**config.mk**
```make
export PLATFORM = sky130hd
export DESIGN_NAME = tcmp_timer
export DESIGN_NICKNAME = d
export VERILOG_FILES = /design/src/verilog/tcmp_pkg.sv /design/src/verilog/tcmp_bus_if.sv /design/src/verilog/tcmp_timer.sv /design/src/verilog/tcmp_axi_slave.sv /design/src/verilog/tcmp_chan.sv
export SDC_FILE = /design/constraint.sdc
export NUM_CORES = 1
export LEC_CHECK = 0
export ABC_AREA = 1
export BUFFER_PORTS_ARGS = -buffer_cell sky130_fd_sc_hd__buf_2
export CORE_MARGIN = 1.5
export CORE_UTILIZATION = 37
export CTS_CLUSTER_DIAMETER = 40
export DETAILED_ROUTE_END_ITERATION = 16
export PLACE_DENSITY = 0.58
export SETUP_SLACK_MARGIN = 0.05
export SYNTH_ARGS = -nofsm -noshare
export SYNTH_HDL_FRONTEND = slang
export SYNTH_SLANG_ARGS = --single-unit
```
**constraint.sdc**
```tcl
create_clock -name clk -period 4.25 [get_ports clk]
set_input_delay 0.425 -clock clk [delete_from_list [all_inputs] [get_ports clk]]
set_output_delay 0.425 -clock clk [all_outputs]
set_load 0.01 [all_outputs]
```
**src/verilog/tcmp_pkg.sv**
```systemverilog
/*
 Constants and helpers for the 16-bit timer compare block.
 Assumes byte registers in bits 7:0 of aligned AXI words.
*/
package tcmp_pkg;
   // ==========================================
   // Register offsets and fields
   localparam logic [7:0] OFF_CTRL  = 8'h00;
   localparam logic [7:0] OFF_FORCE = 8'h04;
   localparam logic [7:0] OFF_CNT_L = 8'h08;
   localparam logic [7:0] OFF_CNT_H = 8'h0c;
   localparam logic [7:0] OFF_CA_L  = 8'h10;
   localparam logic [7:0] OFF_CA_H  = 8'h14;
   localparam logic [7:0] OFF_CB_L  = 8'h18;
   localparam logic [7:0] OFF_CB_H  = 8'h1c;
   localparam logic [7:0] OFF_CAP_L = 8'h20;
   localparam logic [7:0] OFF_CAP_H = 8'h24;
   localparam logic [7:0] OFF_FLAGS = 8'h28;
   localparam logic [7:0] OFF_PRESC = 8'h2c;
   localparam int CTRL_MODE_LSB = 0;
   localparam int CTRL_ACTA_LSB = 4;
   localparam int CTRL_ACTB_LSB = 6;
   localparam int FLAG_OVF      = 0;
   localparam int FLAG_MA       = 1;
   localparam int FLAG_MB       = 2;
   localparam logic [7:0] CTRL_RST  = 8'h00;
   localparam logic [7:0] PRESC_RST = 8'h00;
   localparam logic       WAVE_RST  = 1'b0;
   // ==========================================
   // Count values and modes
   localparam logic [15:0] CNT_MAX    = 16'hffff;
   localparam logic [15:0] CNT_BOTTOM = 16'h0000;
   localparam logic [15:0] TOP_8BIT   = 16'h00ff;
   localparam logic [15:0] TOP_9BIT   = 16'h01ff;
   localparam logic [15:0] TOP_10BIT  = 16'h03ff;
   localparam logic [3:0]  MODE_NORMAL  = 4'h0;
   localparam logic [3:0]  MODE_CTC_A   = 4'h4;
   localparam logic [3:0]  MODE_CTC_CAP = 4'hc;
   localparam logic [3:0]  MODE_RSVD    = 4'hd;
   typedef enum logic [1:0] {ACT_OFF, ACT_TOGGLE, ACT_CLEAR, ACT_SET} tcmp_act_t;
   typedef enum logic [2:0] {TOP_MAX, TOP_8, TOP_9, TOP_10, TOP_CAP, TOP_CMPA} tcmp_top_t;
   // ==========================================
   // Mode decoding
   function automatic logic tcmp_is_pwm(input logic [3:0] m);
      return !(m == MODE_NORMAL || m == MODE_CTC_A || m == MODE_CTC_CAP || m == MODE_RSVD);
   endfunction
   function automatic logic tcmp_is_dual(input logic [3:0] m);
      return (m inside {4'h1, 4'h2, 4'h3, 4'h8, 4'h9, 4'ha, 4'hb});
   endfunction
   function automatic logic tcmp_upd_bottom(input logic [3:0] m);
      return (m == 4'h8 || m == 4'h9);
   endfunction
   function automatic tcmp_top_t tcmp_top_sel(input logic [3:0] m);
      tcmp_top_t t;
      t = TOP_MAX;
      if (m == 4'h1 || m == 4'h5) t = TOP_8;
      if (m == 4'h2 || m == 4'h6) t = TOP_9;
      if (m == 4'h3 || m == 4'h7) t = TOP_10;
      if (m inside {4'h8, 4'ha, 4'hc, 4'he}) t = TOP_CAP;
      if (m inside {4'h4, 4'h9, 4'hb, 4'hf}) t = TOP_CMPA;
      return t;
   endfunction
endpackage

```
**src/verilog/tcmp_bus_if.sv**
```systemverilog
/*
 Byte register access strobes between the AXI slave and the timer core.
 Assumes one clock; wr and rd are single-cycle pulses.
*/
`timescale 1ns/1ps
interface tcmp_bus_if;
   logic       wr;
   logic       rd;
   logic [7:0] waddr;
   logic [7:0] raddr;
   logic [7:0] wdata;
   logic [7:0] rdata;
   modport slave (output wr, rd, waddr, raddr, wdata, input rdata);
   modport regs  (input wr, rd, waddr, raddr, wdata, output rdata);
endinterface

```
**src/verilog/tcmp_timer.sv**
```systemverilog
/*
 16-bit timer with two output compare channels, reached over AXI4-Lite.
 Assumes high bytes are written before low bytes; the
 prescaler is a plain divide-by-N tick.
*/
// Notes on behaviour
// - PWM modes write compares into buffer
// - normal and clear-on-match modes write directly
// - buffer copies to active at TOP/BOTTOM
// - compare values change by processor writes or buffer copies
// - compare reads bypass the staging byte
// - high byte staged until low byte write
// - low write merges staged high, same cycle
// - force strobe acts like match outside PWM modes, no flag
// - counter write blocks next tick's matches
// - counter written at TOP runs to max
// - output bit survives mode changes
// - action select takes effect immediately
// - action select sets pin override, not the output bit
// - reset clears output bit
// - normal mode counts up, wraps at max
// - overflow flag set as counter passes max (fast PWM: at TOP, dual-slope: at BOTTOM)
// - interrupt service clears overflow flag
// - normal mode accepts counter writes anytime
// - clear-on-match uses compare A or capture
// - equality sets match flag next tick
// - match flag cleared by service or one
`timescale 1ns/1ps
module tcmp_timer
#(
   parameter int PRESC_W = 8
)
(
   // Clock and reset
   input  wire logic        clk,
   input  wire logic        reset,
   // AXI4-Lite register bus
   input  wire logic [7:0]  s_axi_awaddr,
   input  wire logic        s_axi_awvalid,
   output      logic        s_axi_awready,
   input  wire logic [31:0] s_axi_wdata,
   input  wire logic [3:0]  s_axi_wstrb,
   input  wire logic        s_axi_wvalid,
   output      logic        s_axi_wready,
   output      logic [1:0]  s_axi_bresp,
   output      logic        s_axi_bvalid,
   input  wire logic        s_axi_bready,
   input  wire logic [7:0]  s_axi_araddr,
   input  wire logic        s_axi_arvalid,
   output      logic        s_axi_arready,
   output      logic [31:0] s_axi_rdata,
   output      logic [1:0]  s_axi_rresp,
   output      logic        s_axi_rvalid,
   input  wire logic        s_axi_rready,
   // Interrupt service acknowledges
   input  wire logic        overflow_ack,
   input  wire logic [1:0]  match_ack,
   // Flags and waveform pins
   output      logic        overflow_flag,
   output      logic [1:0]  match_flag,
   output      logic [1:0]  wave_out,
   output      logic [1:0]  wave_override
);
   import tcmp_pkg::*;

   if (PRESC_W < 1 || PRESC_W > 8)
   begin : g_chk
      $error("PRESC_W must lie in 1..8");
   end

   // ==========================================
   // Register access
   tcmp_bus_if bus ();

   tcmp_axi_slave u_axi
   (
      .clk           (clk),
      .reset         (reset),
      .s_axi_awaddr  (s_axi_awaddr),
      .s_axi_awvalid (s_axi_awvalid),
      .s_axi_awready (s_axi_awready),
      .s_axi_wdata   (s_axi_wdata),
      .s_axi_wstrb   (s_axi_wstrb),
      .s_axi_wvalid  (s_axi_wvalid),
      .s_axi_wready  (s_axi_wready),
      .s_axi_bresp   (s_axi_bresp),
      .s_axi_bvalid  (s_axi_bvalid),
      .s_axi_bready  (s_axi_bready),
      .s_axi_araddr  (s_axi_araddr),
      .s_axi_arvalid (s_axi_arvalid),
      .s_axi_arready (s_axi_arready),
      .s_axi_rdata   (s_axi_rdata),
      .s_axi_rresp   (s_axi_rresp),
      .s_axi_rvalid  (s_axi_rvalid),
      .s_axi_rready  (s_axi_rready),
      .bus           (bus)
   );

   logic [7:0]         ctrl_ff;
   logic [PRESC_W-1:0] presc_ff;
   logic [PRESC_W-1:0] div_ff;
   logic [7:0]         temp_ff;
   logic [15:0]        cnt_ff;
   logic [15:0]        nxt_cnt;
   logic [15:0]        cap_ff;
   logic               dir_up_ff;
   logic               nxt_dir_up;
   logic               block_ff;
   logic [2:0]         flags_ff;
   logic [7:0]         rdata;

   wire wr_ctrl  = bus.wr && bus.waddr == OFF_CTRL;
   wire wr_force = bus.wr && bus.waddr == OFF_FORCE;
   wire wr_cnt_l = bus.wr && bus.waddr == OFF_CNT_L;
   wire wr_ca_l  = bus.wr && bus.waddr == OFF_CA_L;
   wire wr_cb_l  = bus.wr && bus.waddr == OFF_CB_L;
   wire wr_cap_l = bus.wr && bus.waddr == OFF_CAP_L;
   wire wr_flags = bus.wr && bus.waddr == OFF_FLAGS;
   wire wr_presc = bus.wr && bus.waddr == OFF_PRESC;
   wire wr_high  = bus.wr && (bus.waddr == OFF_CNT_H || bus.waddr == OFF_CA_H ||
                              bus.waddr == OFF_CB_H  || bus.waddr == OFF_CAP_H);
   // Low reads of the counter and capture registers latch the high byte
   wire rd_latch = bus.rd && (bus.raddr == OFF_CNT_L || bus.raddr == OFF_CAP_L);
   wire [15:0] wr_val = {temp_ff, bus.wdata};

   // ==========================================
   // Mode decode
   wire [3:0]  mode     = ctrl_ff[CTRL_MODE_LSB +: 4];
   wire        pwm      = tcmp_is_pwm(mode);
   wire        dual     = tcmp_is_dual(mode);
   wire        fast     = pwm && !dual;
   wire        upd_bot  = tcmp_upd_bottom(mode);
   wire tcmp_top_t tsel = tcmp_top_sel(mode);
   wire tcmp_act_t act_a = tcmp_act_t'(ctrl_ff[CTRL_ACTA_LSB +: 2]);
   wire tcmp_act_t act_b = tcmp_act_t'(ctrl_ff[CTRL_ACTB_LSB +: 2]);

   // ==========================================
   // Prescaler tick
   wire tick = (presc_ff != '0) && (div_ff == presc_ff - 1'b1);

   // ==========================================
   // Counter and compares
   logic [15:0] cmp_a;
   logic [15:0] cmp_b;
   logic [15:0] rb_a;
   logic [15:0] rb_b;
   logic [15:0] top_val;

   always_comb
   begin
      unique case (tsel)
         TOP_MAX:  top_val = CNT_MAX;
         TOP_8:    top_val = TOP_8BIT;
         TOP_9:    top_val = TOP_9BIT;
         TOP_10:   top_val = TOP_10BIT;
         TOP_CAP:  top_val = cap_ff;
         TOP_CMPA: top_val = cmp_a;
         default:  top_val = CNT_MAX;
      endcase
   end

   // Blocked ticks hide TOP too, so a written TOP runs on
   wire top_hit  = tick && !block_ff && cnt_ff == top_val;
   wire match_a  = tick && !block_ff && cnt_ff == cmp_a;
   wire match_b  = tick && !block_ff && cnt_ff == cmp_b;
   wire at_bot   = tick && !dir_up_ff && cnt_ff == CNT_BOTTOM;
   wire load_pt  = upd_bot ? at_bot : top_hit;
   wire fast_bot = fast && top_hit;
   wire ovf_set  = tick && ((!pwm && cnt_ff == CNT_MAX) || (fast && top_hit) ||
                            (dual && at_bot));
   wire force_a  = wr_force && !pwm && bus.wdata[0];
   wire force_b  = wr_force && !pwm && bus.wdata[1];

   always_comb
   begin
      nxt_cnt    = cnt_ff;
      nxt_dir_up = dir_up_ff;
      if (wr_cnt_l)
         nxt_cnt = wr_val;
      else if (tick)
      begin
         if (dual && dir_up_ff && top_hit)
         begin
            nxt_dir_up = 1'b0;
            nxt_cnt    = cnt_ff - 16'h0001;
         end
         else if (dual && !dir_up_ff)
         begin
            nxt_dir_up = (cnt_ff == CNT_BOTTOM);
            nxt_cnt    = nxt_dir_up ? cnt_ff + 16'h0001 : cnt_ff - 16'h0001;
         end
         else if (top_hit && mode != MODE_NORMAL)
            nxt_cnt = CNT_BOTTOM;
         else
            nxt_cnt = cnt_ff + 16'h0001;
      end
      if (!dual)
         nxt_dir_up = 1'b1;
   end

   tcmp_chan u_chan_a
   (
      .clk       (clk),
      .reset     (reset),
      .act       (act_a),
      .buffered  (pwm),
      .fast      (fast),
      .dual      (dual),
      .dir_up    (dir_up_ff),
      .load_pt   (load_pt),
      .match     (match_a),
      .force_ev  (force_a),
      .bottom_ev (fast_bot),
      .wr_low    (wr_ca_l),
      .wr_val    (wr_val),
      .active    (cmp_a),
      .readback  (rb_a),
      .wave      (wave_out[0])
   );

   tcmp_chan u_chan_b
   (
      .clk       (clk),
      .reset     (reset),
      .act       (act_b),
      .buffered  (pwm),
      .fast      (fast),
      .dual      (dual),
      .dir_up    (dir_up_ff),
      .load_pt   (load_pt),
      .match     (match_b),
      .force_ev  (force_b),
      .bottom_ev (fast_bot),
      .wr_low    (wr_cb_l),
      .wr_val    (wr_val),
      .active    (cmp_b),
      .readback  (rb_b),
      .wave      (wave_out[1])
   );

   // Any selected action takes over the pin
   assign wave_override[0] = act_a != ACT_OFF;
   assign wave_override[1] = act_b != ACT_OFF;

   // ==========================================
   // Flags: a set in the clearing cycle wins
   wire [2:0] flag_set = {match_b, match_a, ovf_set};
   wire [2:0] flag_w1c = wr_flags ? bus.wdata[2:0] : 3'h0;
   wire [2:0] flag_ack = {match_ack, overflow_ack};
   wire [2:0] nxt_flags = (flags_ff & ~(flag_w1c | flag_ack)) | flag_set;

   assign overflow_flag = flags_ff[FLAG_OVF];
   assign match_flag    = {flags_ff[FLAG_MB], flags_ff[FLAG_MA]};

   // ==========================================
   // Read mux
   always_comb
   begin
      unique case (bus.raddr)
         OFF_CTRL:  rdata = ctrl_ff;
         OFF_CNT_L: rdata = cnt_ff[7:0];
         OFF_CNT_H: rdata = temp_ff;
         OFF_CA_L:  rdata = rb_a[7:0];
         OFF_CA_H:  rdata = rb_a[15:8];
         OFF_CB_L:  rdata = rb_b[7:0];
         OFF_CB_H:  rdata = rb_b[15:8];
         OFF_CAP_L: rdata = cap_ff[7:0];
         OFF_CAP_H: rdata = temp_ff;
         OFF_FLAGS: rdata = {5'h00, flags_ff};
         OFF_PRESC: rdata = 8'(presc_ff);
         default:   rdata = 8'h00;
      endcase
   end
   assign bus.rdata = rdata;

   // ==========================================
   // State registers
   always_ff @(posedge clk)
   begin
      if (reset)
      begin
         ctrl_ff   <= CTRL_RST;
         presc_ff  <= PRESC_W'(PRESC_RST);
         div_ff    <= '0;
         temp_ff   <= 8'h00;
         cnt_ff    <= CNT_BOTTOM;
         cap_ff    <= CNT_BOTTOM;
         dir_up_ff <= 1'b1;
         block_ff  <= 1'b0;
         flags_ff  <= 3'h0;
      end
      else
      begin
         cnt_ff    <= nxt_cnt;
         dir_up_ff <= nxt_dir_up;
         flags_ff  <= nxt_flags;
         // Block stays until a tick passes, even with the prescaler stopped
         if (wr_cnt_l)
            block_ff <= 1'b1;
         else if (tick)
            block_ff <= 1'b0;
         if (wr_presc || tick)
            div_ff <= '0;
         else if (presc_ff != '0)
            div_ff <= div_ff + 1'b1;
         if (wr_ctrl)
            ctrl_ff <= bus.wdata;
         if (wr_presc)
            presc_ff <= bus.wdata[PRESC_W-1:0];
         if (wr_cap_l)
            cap_ff <= wr_val;
         if (wr_high)
            temp_ff <= bus.wdata;
         else if (rd_latch)
            temp_ff <= (bus.raddr == OFF_CNT_L) ? cnt_ff[15:8] : cap_ff[15:8];
      end
   end
endmodule

```
**src/verilog/tcmp_axi_slave.sv**
```systemverilog
/*
 AXI4-Lite slave turning bus transfers into byte register strobes.
 Assumes one write and one read outstanding at most.
*/
`timescale 1ns/1ps
module tcmp_axi_slave
(
   // Clock and reset
   input  wire logic        clk,
   input  wire logic        reset,
   // AXI4-Lite
   input  wire logic [7:0]  s_axi_awaddr,
   input  wire logic        s_axi_awvalid,
   output      logic        s_axi_awready,
   input  wire logic [31:0] s_axi_wdata,
   input  wire logic [3:0]  s_axi_wstrb,
   input  wire logic        s_axi_wvalid,
   output      logic        s_axi_wready,
   output      logic [1:0]  s_axi_bresp,
   output      logic        s_axi_bvalid,
   input  wire logic        s_axi_bready,
   input  wire logic [7:0]  s_axi_araddr,
   input  wire logic        s_axi_arvalid,
   output      logic        s_axi_arready,
   output      logic [31:0] s_axi_rdata,
   output      logic [1:0]  s_axi_rresp,
   output      logic        s_axi_rvalid,
   input  wire logic        s_axi_rready,
   // Register strobes
   tcmp_bus_if.slave        bus
);
   logic [7:0] aw_addr_ff;
   logic       aw_ok_ff;
   logic [7:0] w_data_ff;
   logic       w_en_ff;
   logic       w_ok_ff;
   logic       bvalid_ff;
   logic [7:0] rdata_ff;
   logic       rvalid_ff;
   wire        aw_take = s_axi_awvalid && s_axi_awready;
   wire        w_take  = s_axi_wvalid && s_axi_wready;
   wire        wr_go   = aw_ok_ff && w_ok_ff && !bvalid_ff;
   wire        ar_take = s_axi_arvalid && s_axi_arready;

   assign s_axi_awready = !aw_ok_ff;
   assign s_axi_wready  = !w_ok_ff;
   assign s_axi_bvalid  = bvalid_ff;
   assign s_axi_bresp   = 2'h0;
   assign s_axi_arready = !rvalid_ff;
   assign s_axi_rvalid  = rvalid_ff;
   assign s_axi_rresp   = 2'h0;
   assign s_axi_rdata   = {24'h000000, rdata_ff};
   // Only byte lane 0 is used
   assign bus.wr    = wr_go && w_en_ff;
   assign bus.waddr = {aw_addr_ff[7:2], 2'h0};
   assign bus.wdata = w_data_ff;
   assign bus.rd    = ar_take;
   assign bus.raddr = {s_axi_araddr[7:2], 2'h0};

   always_ff @(posedge clk)
   begin
      if (reset)
      begin
         aw_ok_ff  <= 1'b0;
         w_ok_ff   <= 1'b0;
         bvalid_ff <= 1'b0;
         rvalid_ff <= 1'b0;
      end
      else
      begin
         aw_ok_ff  <= wr_go ? 1'b0 : (aw_ok_ff || aw_take);
         w_ok_ff   <= wr_go ? 1'b0 : (w_ok_ff || w_take);
         bvalid_ff <= wr_go || (bvalid_ff && !s_axi_bready);
         rvalid_ff <= ar_take || (rvalid_ff && !s_axi_rready);
      end
   end

   always_ff @(posedge clk)
   begin
      if (aw_take)
         aw_addr_ff <= s_axi_awaddr;
      if (w_take)
      begin
         w_data_ff <= s_axi_wdata[7:0];
         w_en_ff   <= s_axi_wstrb[0];
      end
      if (ar_take)
         rdata_ff <= bus.rdata;
   end
endmodule

```
**src/verilog/tcmp_chan.sv**
```systemverilog
/*
 One compare channel: buffered compare value and its waveform output bit.
 Assumes match and bottom events come gated by the timer tick; force events come straight from the bus write.
*/
`timescale 1ns/1ps
module tcmp_chan
(
   // Clock and reset
   input  wire logic             clk,
   input  wire logic             reset,
   // Mode and events
   input  wire tcmp_pkg::tcmp_act_t act,
   input  wire logic             buffered,
   input  wire logic             fast,
   input  wire logic             dual,
   input  wire logic             dir_up,
   input  wire logic             load_pt,
   input  wire logic             match,
   input  wire logic             force_ev,
   input  wire logic             bottom_ev,
   // Processor write
   input  wire logic             wr_low,
   input  wire logic [15:0]      wr_val,
   // Results
   output      logic [15:0]      active,
   output      logic [15:0]      readback,
   output      logic             wave
);
   import tcmp_pkg::*;
   logic [15:0] buf_ff;
   logic [15:0] act_ff;
   logic        wave_ff;
   logic        nxt_wave;
   wire         hit = match || force_ev;
   wire         on_match_lvl = dual ? !dir_up : 1'b0;

   assign active   = act_ff;
   assign readback = buffered ? buf_ff : act_ff;
   assign wave     = wave_ff;

   // Mode changes leave the bit alone
   always_comb
   begin
      nxt_wave = wave_ff;
      unique case (act)
         ACT_OFF:    nxt_wave = wave_ff;
         ACT_TOGGLE: nxt_wave = hit ? !wave_ff : wave_ff;
         ACT_CLEAR:
         begin
            if (hit)
               nxt_wave = on_match_lvl;
            else if (fast && bottom_ev)
               nxt_wave = 1'b1;
         end
         ACT_SET:
         begin
            if (hit)
               nxt_wave = !on_match_lvl;
            else if (fast && bottom_ev)
               nxt_wave = 1'b0;
         end
      endcase
   end

   always_ff @(posedge clk)
   begin
      if (reset)
      begin
         buf_ff  <= CNT_BOTTOM;
         act_ff  <= CNT_BOTTOM;
         wave_ff <= WAVE_RST;
      end
      else
      begin
         wave_ff <= nxt_wave;
         if (wr_low && buffered)
            buf_ff <= wr_val;
         if (wr_low && !buffered)
            act_ff <= wr_val;
         else if (buffered && load_pt)
            act_ff <= buf_ff;
      end
   end
endmodule

```
==> impl_metrics.prom <==
# TYPE chip_impl_metric gauge
chip_impl_metric{name="place.gp.congestion",unit=""} 0.9514
chip_impl_metric{name="cts_made_buffers",unit=""} 17
chip_impl_info{name="run_status",value="finished clean"} 1
chip_impl_metric{name="buffer_ports.inserted",unit=""} 50
chip_impl_metric{name="floorplan.initialDensity",unit="%"} 38.00
chip_impl_info{name="final_cell_mix",value="nand2_1 (264), inv_1 (158), dfxtp_1 (139), o21ai_0 (136), nor2_1 (133)"} 1
chip_impl_metric{name="cts-resized-gates",unit=""} 0
chip_impl_metric{name="diodes",unit=""} 0
chip_impl_metric{name="grt_pass1_vias",unit=""} 9462
chip_impl_metric{name="synth.yosys.warnings",unit=""} 0
chip_impl_metric{name="clock-skew-final",unit="ps"} 17.07
chip_impl_metric{name="internal_power",unit="W"} 0.002440
chip_impl_metric{name="report.final.setup_viol",unit=""} 0
chip_impl_metric{name="comb_power_share",unit="%"} 4.1
chip_impl_info{name="worstSetupPathType",value="register to register"} 1
chip_impl_metric{name="drtAntennaViolNets",unit=""} 0
chip_impl_metric{name="yosys.cell_types.count",unit=""} 49
chip_impl_metric{name="grt_max_degree",unit=""} 61
chip_impl_metric{name="power.sequential.fraction",unit="%"} 47.5
chip_impl_metric{name="route.detailed.vias_per_inst",unit=""} 5.465
chip_impl_metric{name="syn_area",unit="sq um"} 10330
chip_impl_metric{name="grt_util_all_layers",unit="%"} 25.86
chip_impl_metric{name="crit_required",unit="ps"} 4360
chip_impl_metric{name="peakVddDrop",unit="mV"} 0.2347
chip_impl_metric{name="p_sw",unit="W"} 0.0008852
chip_impl_metric{name="clock_latency",unit="ps"} 450
chip_impl_metric{name="drc",unit=""} 0
chip_impl_metric{name="timing.critical_path.buf_inv",unit=""} 2
chip_impl_metric{name="leakage",unit="nW"} 4.396
chip_impl_metric{name="power.share.switching",unit="%"} 26.62
chip_impl_metric{name="clock-sinks",unit=""} 162
chip_impl_metric{name="drive_above_1_share",unit="%"} 10.61
chip_impl_metric{name="number_of_antenna_violations_at_the_first_check_in_global_routing",unit=""} 0
chip_impl_metric{name="row_count",unit=""} 60
chip_impl_metric{name="area_delta_synth_final",unit="%"} 9.293
chip_impl_metric{name="core",unit="sq um"} 27180
chip_impl_metric{name="fin_hold_ws",unit="ps"} 146.4
chip_impl_metric{name="vert_die_dim",unit="um"} 170.1
chip_impl_metric{name="cts-root-to-sink-buffers",unit=""} 2
chip_impl_metric{name="global_route_wire_length_before_repair",unit="um"} 56030
chip_impl_metric{name="detailed_place_hpwl",unit="um"} 27060
chip_impl_metric{name="hold_viol_final",unit=""} 0
chip_impl_info{name="min_path_type",value="input port to register"} 1
chip_impl_metric{name="design.final.nets",unit=""} 1589
chip_impl_metric{name="postSynthCellCount",unit=""} 1513
chip_impl_metric{name="setup_fix_buffers_added_after_clock_tree_synthesis",unit=""} 0
chip_impl_metric{name="worst_setup_hold_path_clk_slew",unit="ps"} 80
chip_impl_metric{name="top_level_ports",unit=""} 110
chip_impl_metric{name="critical_path.max_stage_delay",unit="ps"} 740
chip_impl_metric{name="crit_path_max_fanout",unit=""} 27
chip_impl_info{name="critPathTopFamily",value="compound AO/OA/AOI/OAI gates"} 1
chip_impl_metric{name="cap_violations",unit=""} 0
chip_impl_metric{name="synth_area_per_cell",unit="sq um"} 6.826
chip_impl_info{name="crit_path_start_kind",value="register"} 1
chip_impl_info{name="mostFrequentLayoutCell",value="nand2_1"} 1
chip_impl_metric{name="pwr_density_cell",unit="nW/um^2"} 294.6
chip_impl_metric{name="number_of_max_slew_violations_in_the_final_report",unit=""} 0
chip_impl_metric{name="fmax",unit="MHz"} 296.2
chip_impl_metric{name="vias",unit=""} 10430
chip_impl_info{name="synth-main-ff-cell",value="dfxtp_1"} 1
chip_impl_info{name="cp_cell_sequence",value="clkinv_1 -> o21ai_0 -> nor2_2 -> inv_1 -> a21oi_1 -> nor4_1 -> o211ai_1"} 1
chip_impl_info{name="worst_path_max_delay_cell",value="nor4_1"} 1
chip_impl_metric{name="cts-hold-fix-buffers",unit=""} 0
chip_impl_info{name="clk_root_buffer_cell",value="clkbuf_16"} 1
chip_impl_metric{name="dpl_cell_area",unit="sq um"} 10690
chip_impl_info{name="critPathCaptureType",value="register"} 1
chip_impl_metric{name="synth.yosys.seq_area_share",unit="%"} 33.63
chip_impl_metric{name="timing.critical_path.arrival",unit="ps"} 3490
chip_impl_metric{name="layout_min_cycle_time",unit="ps"} 3377
chip_impl_metric{name="drt-total-wl",unit="um"} 36810
chip_impl_metric{name="chipWidth",unit="um"} 170.1
chip_impl_metric{name="max_slew.worst_pin.slew",unit="ps"} 1114
chip_impl_info{name="setup_repair_after_global_routing_missed_its_margin",value="no"} 1
chip_impl_metric{name="wl_per_cell",unit="um"} 19.29
chip_impl_metric{name="globalRouteOverflowTotal",unit=""} 0
chip_impl_metric{name="share_clk_of_total_power",unit="%"} 48.4
chip_impl_metric{name="layout.cell_area.non_filler",unit="sq um"} 11290
chip_impl_info{name="tritoncts_clock_tree",value="done"} 1
chip_impl_metric{name="detailedRoute.firstIterationViolations",unit=""} 1072
chip_impl_metric{name="finalCritPeriodShare",unit="%"} 79.45
chip_impl_metric{name="asyncSetResetFlopFracSynth",unit="%"} 0
chip_impl_metric{name="finalSetupTns",unit="ps"} 0
chip_impl_metric{name="number_of_iterations_in_the_first_detailed_routing_pass",unit=""} 10
chip_impl_metric{name="die_area",unit="sq um"} 28920
chip_impl_metric{name="relSlewSlack",unit="%"} 25.49
chip_impl_metric{name="yosys_register_bits",unit=""} 162
chip_impl_metric{name="synth_enable_flop_cells",unit=""} 23
chip_impl_metric{name="h-tree-depth",unit=""} 4
-- cells in the mapped netlist, drive strengths merged (7+ instances only) --
master / n / area share [%]
nand2: 281 / 11
dfxtp: 139 / 27
clkinv: 10 / 0.36
edfxtp: 23 / 6.7
a211oi: 13 / 0.94
clkbuf: 52 / 1.9
o22ai: 32 / 1.9
nand3: 126 / 6.5
o211ai: 7 / 0.51
o21ai: 139 / 6.7
xor2: 40 / 3.5
xnor2: 16 / 1.4
inv: 167 / 6.1
nand3b: 9 / 0.65
buf: 54 / 4.1
nor3: 26 / 1.4
nor2: 142 / 5.5
a21oi: 129 / 6.4
nand4: 52 / 3.2
a31oi: 9 / 0.55
-- logic make-up (layout without fill, tap and decap cells) --
logic type                 count (synthesis)  after routing  share of synthesized area (%)
and+or+nand+nor                          654            654                          29.44
adders and majority gates                  4              4                         0.4846
xor gates and xnor gates                  56             56                          4.822
DFF                                      162            162                          33.63
buffers and inverters                    283            279                          12.44
AOI/OAI and AO/OA                        353            353                          19.14
other                                      1             28                        0.03631
-- area by class of cell --
type                       instances  area (sq um)
clock buffer                      18         429.2
inverter                         177         664.4
clock inverter                    14         172.7
fill                            2901         15890
multi-input combinational       1095          5682
tap                              372         465.4
sequential                       162          3473
timing repair buffer              70         400.4
-- metrics by stage --
| stage | total power, W | cells | setup WS [ps] | util (%) |
|---|---|---|---|---|
| final | 0.003325 | 1908 | 873.5 | 41.53 |
| after floorplan | 0.001708 | 1540 | 1924 | - |
| after CTS | 0.003336 | 1908 | 991.5 | 41.53 |
| after detailed placement | 0.001752 | 1876 | 1008 | 39.32 |
| after global routing | 0.003410 | 1908 | 650.3 | 41.53 |
| after global placement | 0.001751 | 1876 | 965.0 | 39.32 |
-- sequential cells by signal (all words and copies together) (netlist names) --
register	flops
u_axi.aw_addr_ff	6
cnt_ff	16
u_chan_a.wave	1
u_axi.rdata_ff	8
u_chan_b.wave	1
dir_up_ff	1
u_axi.s_axi_bvalid	1
temp_ff	8
block_ff	1
u_axi.w_en_ff	1
cap_ff	16
u_axi.aw_ok_ff	1
ctrl_ff	8
u_axi.s_axi_rvalid	1
u_axi.bus.wdata	8
u_chan_b.buf_ff	16
u_chan_a.active	16
flags_ff	3
u_axi.w_ok_ff	1
u_chan_b.active	16
presc_ff	8
u_chan_a.buf_ff	16
div_ff	8
-- worst register-to-register path: cells and delay by family (launching register included) --
kind / cells / cell delay [ps]
buffers and inverters: 2 / 720
AND/OR/NAND/NOR: 2 / 860
AO/OA/AOI/OAI: 3 / 880
flip-flops: 1 / 570
-- metal layers --
| layer | vias to the layer above | GRT usage [%] | wire length [um] |
|---|---|---|---|
| li1 | 5049 | - | - |
| met2 | 459 | 39.34 | 15830 |
| met4 | 0 | 10.81 | 1221 |
| met1 | 4858 | 36.16 | 16940 |
| met3 | 62 | 4.163 | 2821 |
| met5 | - | 0 | 0 |
-- worst paths after layout --
path | from | endpoint | slack [ps] | cells after the start
max | ctrl_ff[0] | u_axi.rdata_ff[5] | 870 | 7
min | s_axi_wdata[1] | u_axi.bus.wdata[1] | 150 | 1
max reg2reg | ctrl_ff[0] | u_axi.rdata_ff[5] | 870 | 7
min reg2reg | u_chan_a.buf_ff[7] | u_chan_a.buf_ff[7] | 470 | 2
-- power groups by stage --
| stage | combinational (W) | sequential, W | clock (W) |
|---|---|---|---|
| finish | 0.000138 | 0.00158 | 0.00161 |
| global route | 0.000150 | 0.00158 | 0.00168 |
| CTS | 0.000137 | 0.00158 | 0.00162 |
| detailed placement | 0.000136 | 0.00162 | 0 |
| global placement | 0.000135 | 0.00162 | 0 |
| floorplan | 0.0000939 | 0.00161 | 0 |
(Power assumes the default switching activity.)
